**config.mk**
```make
export PLATFORM = sky130hd
export DESIGN_NAME = mbag_addr_gen
export DESIGN_NICKNAME = d
export VERILOG_FILES = /design/src/design/mbag_modulo.sv /design/src/design/mbag_addr_gen.sv
export SDC_FILE = /design/constraint.sdc
export NUM_CORES = 1
export LEC_CHECK = 0
export BUFFER_PORTS_ARGS = -buffer_cell sky130_fd_sc_hd__buf_2
export CAP_MARGIN = 25
export CELL_PAD_IN_SITES_DETAIL_PLACEMENT = 0
export CELL_PAD_IN_SITES_GLOBAL_PLACEMENT = 1
export CORE_UTILIZATION = 42
export CTS_BUF_LIST = sky130_fd_sc_hd__clkbuf_16
export CTS_CLUSTER_SIZE = 25
export DETAILED_ROUTE_END_ITERATION = 8
export GPL_ROUTABILITY_DRIVEN = 0
export PLACE_DENSITY = 0.91
export SETUP_SLACK_MARGIN = 0.02
export SYNTH_ARGS = -nofsm -noshare
export SYNTH_HDL_FRONTEND = slang
export SYNTH_SLANG_ARGS = --single-unit
```
**constraint.sdc**
```tcl
create_clock -name core_clk -period 1 [get_ports core_clk]
set_input_delay 0 -clock core_clk [delete_from_list [all_inputs] [get_ports core_clk]]
set_output_delay 0 -clock core_clk [all_outputs]
set_load 0.01 [all_outputs]
```
**src/design/mbag_modulo.sv**
```systemverilog
`timescale 1ns/1ps
package mbag_pkg;
  localparam int MBAG_ADDR_W = 16;
  localparam int MBAG_PIVOT_W = 15;
  localparam int MBAG_WSEL_W = 4;
  // select code that names the stack pointer, never usable for reversal
  localparam logic [3:0] MBAG_WSEL_STACK = 4'hf;
  localparam logic [15:0] MBAG_STEP_BYTE = 16'h0001;
  localparam logic [15:0] MBAG_STEP_WORD = 16'h0002;
  localparam logic [15:0] MBAG_WORD_MASK = 16'hfffe;
  localparam logic [15:0] MBAG_ADDR_RST = 16'h0000;
  localparam int MBAG_SIGN_BIT = 15;

  typedef enum logic [2:0] {
    MBAG_INDIRECT = 3'b000,
    MBAG_POST_DEC = 3'b001,
    MBAG_POST_INC = 3'b010,
    MBAG_PRE_DEC = 3'b011,
    MBAG_PRE_INC = 3'b100,
    MBAG_REG_OFFSET = 3'b101
  } mbag_mode_e;

  // mirror a 16-bit word end for end
  function automatic logic [15:0] mbag_rev16(input logic [15:0] v);
    logic [15:0] r;
    r = '0;
    for (int i = 0; i < MBAG_ADDR_W; i++) begin
      r[i] = v[MBAG_ADDR_W-1-i];
    end
    return r;
  endfunction

  // add with the carry running from msb toward lsb
  function automatic logic [15:0] mbag_rev_add(input logic [15:0] a, input logic [15:0] b);
    logic [15:0] s;
    s = mbag_rev16(a) + mbag_rev16(b);
    return mbag_rev16(s);
  endfunction
endpackage

module mbag_modulo import mbag_pkg::*; (
  input wire logic [15:0] addr_raw,
  input wire logic is_inc,
  input wire logic is_dec,
  input wire logic [15:0] buf_start,
  input wire logic [15:0] buf_end,
  output logic [15:0] addr_fix,
  output logic wrapped
);
  logic [15:0] buf_len;

  // length counts both ends of the buffer
  assign buf_len = buf_end - buf_start + MBAG_STEP_BYTE;

  // magnitude compares, so a jump past the edge still gets folded back
  always_comb begin
    addr_fix = addr_raw;
    wrapped = 1'b0;
    if (is_inc && (addr_raw > buf_end)) begin // RULE2
      addr_fix = addr_raw - buf_len; // RULE15
      wrapped = 1'b1;
    end else if (is_dec && (addr_raw < buf_start)) begin // RULE2
      addr_fix = addr_raw + buf_len; // RULE15
      wrapped = 1'b1;
    end
  end
endmodule

```
**src/design/mbag_addr_gen.sv**
```systemverilog
// What this block does
// RULE1: modulo correction on any working register
// RULE2: magnitude compare against upper or lower bound
// RULE3: write back only for pre/post modify
// RULE4: offset form corrects address, pointer untouched
// RULE5: reversal only in x generator, writes
// RULE6: only the modifier is bit reversed
// RULE7: reversal needs select not 1111, enable, inc
// RULE8: software aligns reversed buffer to its size
// RULE9: pivot modifier is a 15-bit field
// RULE10: reversed accesses are words, lsb zero
// RULE11: bytes and other modes stay normal
// RULE12: pointer plus pivot, mode offset ignored
// RULE13: reversal beats modulo on writes
// RULE14: software avoids read right after control write
// RULE15: crossing wraps by the buffer length
`timescale 1ns/1ps
module mbag_addr_gen import mbag_pkg::*; (
  input wire logic core_clk,
  input wire logic rstn,
  input wire logic req_vld,
  input wire logic [3:0] req_wreg,
  input wire mbag_mode_e req_mode,
  input wire logic [15:0] req_ptr,
  input wire logic [15:0] req_offset,
  input wire logic req_write,
  input wire logic req_byte,
  input wire logic req_agu_x,
  input wire logic circ_enable,
  input wire logic [3:0] circ_wreg_sel,
  input wire logic [15:0] circ_start,
  input wire logic [15:0] circ_end,
  input wire logic [3:0] reverse_pointer_select_field,
  input wire logic bit_reverse_enable,
  input wire logic [14:0] reverse_pivot_modifier,
  output logic ea_vld_q,
  output logic [15:0] ea_q,
  output logic wb_en_q,
  output logic [3:0] wb_wreg_q,
  output logic [15:0] wb_data_q,
  output logic brev_used_q,
  output logic circ_wrap_q
);
  logic is_inc, is_dec, is_pre, is_post, is_off;
  logic brev_ok, circ_hit, circ_dir_inc, circ_dir_dec, wrap_raw;
  logic [15:0] step, norm_next, circ_fix, brev_next, new_ptr, pivot_bytes;
  logic ea_vld_d, wb_en_d, brev_used_d, circ_wrap_d;
  logic [15:0] ea_d, wb_data_d;
  logic [3:0] wb_wreg_d;

  // decode of the addressing mode
  always_comb begin
    is_inc = (req_mode == MBAG_PRE_INC) || (req_mode == MBAG_POST_INC);
    is_dec = (req_mode == MBAG_PRE_DEC) || (req_mode == MBAG_POST_DEC);
    is_pre = (req_mode == MBAG_PRE_INC) || (req_mode == MBAG_PRE_DEC);
    is_post = (req_mode == MBAG_POST_INC) || (req_mode == MBAG_POST_DEC);
    is_off = (req_mode == MBAG_REG_OFFSET);
  end

  // reversal qualifier: x side, word write, pre/post increment only
  assign brev_ok = req_agu_x && req_write && !req_byte // RULE5 RULE11
    && bit_reverse_enable && (reverse_pointer_select_field != MBAG_WSEL_STACK) // RULE7
    && (req_wreg == reverse_pointer_select_field) && is_inc; // RULE7

  // any register may be the circular pointer, stack select included
  assign circ_hit = circ_enable && (req_wreg == circ_wreg_sel); // RULE1
  assign circ_dir_inc = is_inc || (is_off && !req_offset[MBAG_SIGN_BIT]);
  assign circ_dir_dec = is_dec || (is_off && req_offset[MBAG_SIGN_BIT]);

  // normal pointer arithmetic
  always_comb begin
    step = req_byte ? MBAG_STEP_BYTE : MBAG_STEP_WORD;
    norm_next = req_ptr;
    if (is_inc) begin
      norm_next = req_ptr + step;
    end else if (is_dec) begin
      norm_next = req_ptr - step;
    end else if (is_off) begin
      norm_next = req_ptr + req_offset;
    end
  end

  mbag_modulo u_circ (
    .addr_raw(norm_next),
    .is_inc(circ_dir_inc && circ_hit),
    .is_dec(circ_dir_dec && circ_hit),
    .buf_start(circ_start),
    .buf_end(circ_end),
    .addr_fix(circ_fix),
    .wrapped(wrap_raw)
  );

  // pivot scaled to bytes; the pointer itself keeps normal order
  assign pivot_bytes = {reverse_pivot_modifier, 1'b0}; // RULE9 RULE10
  // only the modifier walks in reversed bit order; step is ignored
  assign brev_next = mbag_rev_add(req_ptr, pivot_bytes) & MBAG_WORD_MASK; // RULE6 RULE12

  // reversal overrides modulo when both claim the pointer
  assign new_ptr = brev_ok ? brev_next : circ_fix; // RULE13

  // next values of the answer stage
  always_comb begin
    ea_vld_d = req_vld;
    ea_d = ea_q;
    wb_en_d = 1'b0;
    wb_wreg_d = wb_wreg_q;
    wb_data_d = wb_data_q;
    brev_used_d = 1'b0;
    circ_wrap_d = 1'b0;
    if (req_vld) begin
      if (is_pre || is_off) begin
        ea_d = new_ptr; // RULE4
      end else begin
        ea_d = req_ptr;
      end
      if (brev_ok) begin
        ea_d = ea_d & MBAG_WORD_MASK; // RULE10
      end
      // offset form never disturbs the register
      wb_en_d = is_pre || is_post; // RULE3 RULE4
      wb_wreg_d = req_wreg;
      wb_data_d = new_ptr; // RULE3
      brev_used_d = brev_ok;
      circ_wrap_d = wrap_raw && !brev_ok;
    end
  end

  // one registered stage; outputs stay quiet after reset
  always_ff @(posedge core_clk or negedge rstn) begin
    if (!rstn) begin
      ea_vld_q <= 1'b0;
      ea_q <= MBAG_ADDR_RST;
      wb_en_q <= 1'b0;
      wb_wreg_q <= '0;
      wb_data_q <= MBAG_ADDR_RST;
      brev_used_q <= 1'b0;
      circ_wrap_q <= 1'b0;
    end else begin
      ea_vld_q <= ea_vld_d;
      ea_q <= ea_d;
      wb_en_q <= wb_en_d;
      wb_wreg_q <= wb_wreg_d;
      wb_data_q <= wb_data_d;
      brev_used_q <= brev_used_d;
      circ_wrap_q <= circ_wrap_d;
    end
  end

  // checks on the answer stage
  a_wb_only_modify: assert property (@(posedge core_clk) disable iff (!rstn) // RULE3
    wb_en_q |-> $past(req_vld) && ($past(is_pre) || $past(is_post)))
    else $error("pointer written back without pre or post modify");
  a_offset_no_wb: assert property (@(posedge core_clk) disable iff (!rstn) // RULE4
    $past(req_vld && is_off) |-> !wb_en_q && ea_vld_q)
    else $error("offset form changed the pointer");
  a_brev_x_write: assert property (@(posedge core_clk) disable iff (!rstn) // RULE5
    brev_used_q |-> $past(req_agu_x) && $past(req_write))
    else $error("reversal outside x generator writes");
  a_brev_enable_cond: assert property (@(posedge core_clk) disable iff (!rstn) // RULE7
    brev_used_q |-> $past(bit_reverse_enable) && $past(is_inc)
      && $past(reverse_pointer_select_field) != MBAG_WSEL_STACK)
    else $error("reversal without all enabling conditions");
  a_brev_lsb_zero: assert property (@(posedge core_clk) disable iff (!rstn) // RULE10
    brev_used_q |-> !ea_q[0] && !wb_data_q[0])
    else $error("reversed address has lsb set");
  a_byte_normal: assert property (@(posedge core_clk) disable iff (!rstn) // RULE11
    $past(req_vld && req_byte) |-> !brev_used_q)
    else $error("byte access took reversed address");
  a_brev_value: assert property (@(posedge core_clk) disable iff (!rstn) // RULE6
    brev_used_q |-> wb_data_q == (mbag_rev_add($past(req_ptr),
      {$past(reverse_pivot_modifier), 1'b0}) & MBAG_WORD_MASK))
    else $error("reversed pointer value wrong");
  a_brev_over_circ: assert property (@(posedge core_clk) disable iff (!rstn) // RULE13
    brev_used_q |-> !circ_wrap_q)
    else $error("modulo applied over reversal");
  a_wrap_in_range: assert property (@(posedge core_clk) disable iff (!rstn) // RULE15
    circ_wrap_q && $past(circ_start) <= $past(circ_end) && $past(circ_dir_inc)
      && $past(norm_next) <= $past(circ_end) + ($past(circ_end) - $past(circ_start))
      |-> wb_data_q >= $past(circ_start) && wb_data_q <= $past(circ_end))
    else $error("wrapped address left the buffer");
  a_vld_follows: assert property (@(posedge core_clk) disable iff (!rstn)
    req_vld |=> ea_vld_q ##1 (ea_vld_q == $past(req_vld)))
    else $error("answer valid not one cycle after request");

  // wrap direction and amount; an equality compare would miss jumps past the edge
  a_wrap_upper: assert property (@(posedge core_clk) disable iff (!rstn) // RULE2
    circ_wrap_q && $past(is_inc) |-> $past(norm_next) > $past(circ_end))
    else $error("upward wrap without passing the upper bound");
  a_wrap_lower: assert property (@(posedge core_clk) disable iff (!rstn) // RULE2
    circ_wrap_q && $past(is_dec) |-> $past(norm_next) < $past(circ_start))
    else $error("downward wrap without passing the lower bound");
  a_wrap_fold: assert property (@(posedge core_clk) disable iff (!rstn) // RULE15
    circ_wrap_q && $past(circ_dir_inc) |-> wb_data_q
      == $past(norm_next) - ($past(circ_end) - $past(circ_start) + MBAG_STEP_BYTE))
    else $error("upward wrap not folded by the buffer length");
  a_circ_selected: assert property (@(posedge core_clk) disable iff (!rstn) // RULE1
    circ_wrap_q |-> $past(circ_enable) && $past(req_wreg) == $past(circ_wreg_sel))
    else $error("modulo applied to an unselected register");
  a_circ_off_quiet: assert property (@(posedge core_clk) disable iff (!rstn) // RULE1
    $past(req_vld) && !$past(circ_enable) |-> !circ_wrap_q)
    else $error("modulo applied while disabled");
  a_pre_ea_wb: assert property (@(posedge core_clk) disable iff (!rstn) // RULE3
    wb_en_q && $past(is_pre) |-> ea_q == wb_data_q)
    else $error("pre modify address differs from written pointer");
  a_idle_quiet: assert property (@(posedge core_clk) disable iff (!rstn) // RULE3
    !$past(req_vld) |-> !wb_en_q && !brev_used_q && !circ_wrap_q)
    else $error("status or write back without a request");
  a_brev_post_ea: assert property (@(posedge core_clk) disable iff (!rstn) // RULE10
    brev_used_q && $past(is_post) |-> ea_q == ($past(req_ptr) & MBAG_WORD_MASK))
    else $error("reversed post modify address not word aligned pointer");
  a_byte_step: assert property (@(posedge core_clk) disable iff (!rstn) // RULE11
    wb_en_q && !circ_wrap_q && $past(req_byte) && $past(is_inc)
      |-> wb_data_q == $past(req_ptr) + MBAG_STEP_BYTE)
    else $error("byte increment not a normal step");
  a_word_dec_step: assert property (@(posedge core_clk) disable iff (!rstn) // RULE11
    wb_en_q && !circ_wrap_q && !$past(req_byte) && $past(is_dec)
      |-> wb_data_q == $past(req_ptr) - MBAG_STEP_WORD)
    else $error("word decrement not a normal step");

  c_brev_write: cover property (@(posedge core_clk) disable iff (!rstn) brev_used_q);
  c_wrap: cover property (@(posedge core_clk) disable iff (!rstn) circ_wrap_q && wb_en_q);
  c_offset_wrap: cover property (@(posedge core_clk) disable iff (!rstn)
    circ_wrap_q && !wb_en_q);
  c_back_to_back: cover property (@(posedge core_clk) disable iff (!rstn)
    ea_vld_q ##1 ea_vld_q);
  c_wrap_down: cover property (@(posedge core_clk) disable iff (!rstn)
    circ_wrap_q && $past(is_dec));
endmodule

```
Word-level counts from Yosys, hierarchy flattened
Cells that the tools add are included.
{ "word_totals": {"inputBits": 102, "ff_bits": 40, "word_cells": 64, "output_inout_bits": 40} }
{ "op_classes": {"magnitude_cmp": 2, "eq_ne": 8, "n_mux": 14, "addsub": 8, "n_reduce_logical": 25} }
{ "op_table": {"columns": ["op", "n"], "rows": [
  ["16-bit 2-to-1 mux", 7],
  ["16-bit adder", 2],
  ["16-bit subtractor", 2],
  ["16-bit by 1-bit adder with 16-bit output (second input constant)", 1],
  ["16-bit by 2-bit adder with 16-bit output", 1],
  ["16-bit > comparator", 1],
  ["16-bit less-than comparator", 1],
  ["16-bit by 2-bit subtractor with 16-bit output", 1],
  ["15-bit adder", 1],
  ["1-bit logical AND", 14],
  ["4-bit == test", 2],
  ["1-bit logical OR", 8],
  ["3-bit by 2-bit == test with 1-bit output (second input constant)", 2],
  ["3-bit == test (second input constant)", 2],
  ["1-bit 2-to-1 mux", 6],
  ["4-bit inequality test (second input constant)", 1],
  ["3-bit by 1-bit == test with 1-bit output (second input constant)", 1],
  ["1-bit zero test", 3],
  ["2-bit 2-to-1 mux", 1]
]} }

Depth between registers and ports, before layout
{ "logic_depth": {"depth_word": 11, "depth_mapped": 23} }

Hierarchy
A second synthesis with hierarchy kept.
{ "hier_totals": {"hier_cells": 1082, "area_unflattened_um2": 8187.9} }
{ "by_module_without_submodules": {"columns": ["mod", "n_inst", "seq_area_each_um2", "area_each_um2", "cells_each"], "rows": [
  ["mbag_addr_gen", 1, 1001.0, 4921.0, 644],
  ["mbag_modulo", 1, 0.0, 3266.9, 438]
]} }

Worst setup path after synthesis
Ideal clock, no wire load.
{ "synth_timing": {"path_type": "input -> register", "startpoint": "input req_ptr[0]", "endpoint": "register ea_q[7]", "setup_time_ns": 0.139, "path_stages": 20, "path_slack_ns": -3.706, "n_path_buf": 1, "arrival_time_ns": 4.567, "cell_sequence": "inv_1 ha_1 fa_1 nor3b_1 nand3_1 or4_1 a211oi_1 o31ai_1 or3_1 ha_1 nand4_1 nor2_1 o2111ai_1 a31oi_1 nor4_1 clkbuf_1 nor2_1 a22o_1 o311ai_0 o21ai_0"} }
{ "synth_via": {"elab_chain_cells": 10, "word_cells_on_any_way": 16, "classes_between": "5 x add/sub; 2 x order compare; 7 x mux; 2 x reduce/logical"} }
{ "synth_lines": {"columns": ["element", "line_no", "text"], "rows": [
  ["start: declaration", "mbag_addr_gen.sv:24", "input wire logic [15:0] req_ptr,"],
  ["16-bit adder", "mbag_addr_gen.sv:79", "norm_next = req_ptr + req_offset;"],
  ["16-bit 2-to-1 mux", "mbag_addr_gen.sv:78", "end else if (is_off) begin"],
  ["16-bit 2-to-1 mux", "mbag_addr_gen.sv:76", "end else if (is_dec) begin"],
  ["16-bit 2-to-1 mux (*)", "mbag_addr_gen.sv:74", "if (is_inc) begin"],
  ["16-bit less-than comparator", "mbag_modulo.sv:62", "end else if (is_dec && (addr_raw < buf_start)) begin"],
  ["1-bit logical AND", "mbag_modulo.sv:62", null],
  ["16-bit 2-to-1 mux", "mbag_modulo.sv:62", null],
  ["16-bit 2-to-1 mux (*)", "mbag_modulo.sv:59", "if (is_inc && (addr_raw > buf_end)) begin"],
  ["16-bit 2-to-1 mux (*)", "mbag_addr_gen.sv:99", "assign new_ptr = brev_ok ? brev_next : circ_fix;"],
  ["16-bit 2-to-1 mux (*)", "mbag_addr_gen.sv:111", "if (is_pre || is_off) begin"],
  ["end signal: assignment", "mbag_addr_gen.sv:132", "ea_q <= MBAG_ADDR_RST;"],
  ["end signal: assignment", "mbag_addr_gen.sv:140", "ea_q <= ea_d;"],
  ["end: declaration", "mbag_addr_gen.sv:37", "output logic [15:0] ea_q,"]
]} }
Every way passes the cells marked *; elsewhere a longest branch is shown, timed or not.
A chain may end at the register's enable or synchronous reset.

Worst setup path in the final report
{ "layout_timing": {"startpoint": "input req_ptr[1]", "endpoint": "register ea_q[10]"} }
The elaborated chain is that of the path after synthesis.

==> flow_summary.ini <==
[status]
status = complete, but fails checks
violations = negative setup slack

[routing]
routed_wl_um = 35400
met1_length_um = 13200
avgViaCountPerCell = 6.15
via_count = 10855
drtIter0Drc = 1124
wl_met2_um = 16400
antenna_left = 0
dr.pass1.iters = 5
avgRoutedWirePerCell_um = 20.0
drc = 0
highest-signal-layer = met4
wl_met3_um = 3250

[timing]
tightest_slew_ns = 0.669
fmax_ghz = 0.225
final_hold_viol_count = 0
setup-violations-final = 34
finalSetupTns_ns = -107.03
slew_headroom_pct = 54.9
postLayoutSetupSlackWorst_ns = -3.45
whs_ns = 0.0767
grt_setup_unrepaired = true
slew_viol_final = 0
finClkSkew_ns = 0
period_needed_ns = 4.45
fin_crit_sh_pct = 445

[grt]
grt_pass1_vias = 10192
grt_pass1_wl_um = 50000
grt_overflow = 0
grt_use_total_pct = 32.2
antenna_found_initial = 0
grt_start_max_net_pins = 41

[worst_setup_path]
max_stage_delay_ns = 0.55
worst_setup_path_end_kind = flop
critPathTopFamily = compound AO/OA/AOI/OAI gates
worst-path-max-fanout = 7
crit_slowest_cell = or4_4
crit-reg2reg-launch = wb_data_q[13]$_DFFE_PN0P_
timing.rr.end = wb_data_q[13]$_DFFE_PN0P_
cp_num_buf_inv = 3
crit_arrival_ns = 4.66
cp_cell_sequence = buf_2 > buf_4 > ha_1 > a21o_1 > nand3b_1 > o311a_1 > nor4_4 > nand2_1 > nor2_4 > ha_1 > nand4_1 > nor2_2 > o2111ai_2 > a31oi_2 > buf_4 > or4_4 > o21ai_1 > o32ai_4 > a31oi_4 > nand2_2 > a21oi_2
reg2reg_slack_ns = 0.11
start_kind = input pin
r2r_cells = 2
path_class = in -> reg
crit_required_ns = 1.21

[cells_and_area]
antenna_cells = 0
nets = 1768
final_common_cell = buf_4
fin_area_um2 = 13000
final_cell_mix = buf_4 (366), buf_2 (136), ha_1 (114)
final_util_pct = 71.9
area_delta_synth_final_pct = 66.7
drive_gt1_share_pct = 46.9
stdcell_count = 1765
nFillCells = 1341
seq_area_um2 = 1000
multi_input_area_um2 = 7330

[power]
powerDensity_nw_per_um2 = 1200
totalPowerFinal_mw = 15.5
p_leak_nw = 6.40
irDropWorstVdd_uv = 991

[synthesis]
synth_cell_types = 70
synth_area_leader_cell = ha_1
avgSynthCellArea_um2 = 7.52
synth-seq-cells = 40
synth_top_flop_cell = dfrtp_1
synth.area.top_cells = ha_1 (20%), dfrtp_1 (13%), a21oi_1 (5.2%)
synth_nets = 1266
ys_async_sr_fraction_pct = 100
synth_cells = 1034
ys_seq_area_share_pct = 12.9
synth-edff-count = 0
synth_top_area_share_pct = 19.8
synthesis.area_um2 = 7770
synth_warnings = 0

[floorplan]
die_w_um = 138
start_util_pct = 43.1
design.die.area_um2 = 19100
num_rows = 49
core_um2 = 18000
die_h_um = 138
io_pins = 142

[cts]
cts_buffer_depth = 2
clockRootBuffer = clkbuf_16
clock-sinks = 40
cts_made_buffers = 5
cts_tree = built
path_clk_slew_ns = 0.06
clock_latency_ns = 0.28
ctsHtreeMaxLevel = 2

[placement]
post-place-ws_ns = -3.69
placed_cells = 1723
dpl-instance-area_um2 = 11600
hpwlAfterDp_um = 25300
port_buffers = 141

[min_path]
holdCritPathClass = in -> reg
holdPathEnd = ea_vld_q$_DFF_PN0_
min_path_cells = 2
min-delay-start = req_vld

[flow_run]
maxCapViolCount = 0
## report_power, final
part	leakage, nW	internal (mW)	switching (mW)
registers	0.477	1.88	0.175
clock network	0.0709	0.897	0.640
logic	5.86	5.55	6.36
## what timing repair did
action / 4_1_cts / 5_1_grt
endpoints found under the setup margin: 34 / 34
hold buffers: 1 / 0
cloned: 1 / 1
buffers inserted: 21 / 18
hold endpoints to repair: 40 / 0
gates resized for setup: 104 / 89
pin swaps: 67 / 66
## worst max path at each step
stage	slack (ns)	start	cells after the start	to
floorplan	-3.08	req_ptr[0]	20	ea_q[2]$_DFFE_PN0P_
global placement	-3.61	req_ptr[0]	22	wb_data_q[10]$_DFFE_PN0P_
detailed placement	-3.69	req_ptr[0]	22	wb_data_q[4]$_DFFE_PN0P_
CTS	-3.22	req_ptr[0]	21	ea_q[7]$_DFFE_PN0P_
global route	-3.59	req_ptr[1]	22	wb_data_q[15]$_DFFE_PN0P_
finish	-3.45	req_ptr[1]	21	ea_q[10]$_DFFE_PN0P_
## routing by layer
metal	global-route usage, %	vias up
met5	0	-
met4	17.6	0
met3	4.64	228
met2	55.7	746
met1	38.1	5022
li1	-	4859
## state kept, by name, summed over array words and instances (netlist names)
signal,cells
ea_q,16
wb_wreg_q,4
brev_used_q,1
ea_vld_q,1
wb_en_q,1
circ_wrap_q,1
wb_data_q,16
## area by class of cell
type / instances / share of cell area (%)
sequential: 40 / 7.73
tap: 229 / 2.21
timing repair buffer: 535 / 29.8
clock buffer: 5 / 0.966
inverter: 92 / 2.69
clock inverter: 2 / 0.0676
multi-input combinational: 862 / 56.6
## cell families (layout without fill, tap and decap cells)
family          count (synthesis)  after routing  synth area share [%]
buf+inv                       133            634                  6.57
simple gates                  311            312                  19.7
fa+ha+maj                     130            130                  21.6
compound gates                355            355                  31.6
mux                            13             13                  1.79
flops                          40             40                  12.9
xor+xnor                       52             52                  5.86
## synth_stat cells (5+ instances only)
cell type and count:
nor2b_1 13, a22o_1 7, xnor2_1 33, a21oi_1 80
a2111oi_0 6, a221o_1 6, and3_1 13, a31oi_1 17
a211o_1 5, o21a_1 10, and2_1 6, fa_1 7
or3_1 13, nand3_1 25, o221ai_1 8, nand2b_1 12
a31o_2 8, o221a_2 6, o21bai_1 11, nor4_1 6
dfrtp_1 40, o21ai_0 62, and4_1 5, a21o_1 33
o2111ai_1 5, a221oi_1 9, mux2_2 7, clkbuf_1 35
xor2_1 19, nand2_1 76, ha_1 123, inv_1 90
a211oi_1 18, nand4_1 15, o211ai_1 10, o31ai_1 9
mux2i_1 6, nor2_1 80, nor3_1 33, o2bb2ai_1 6
(Power assumes the default switching activity.)
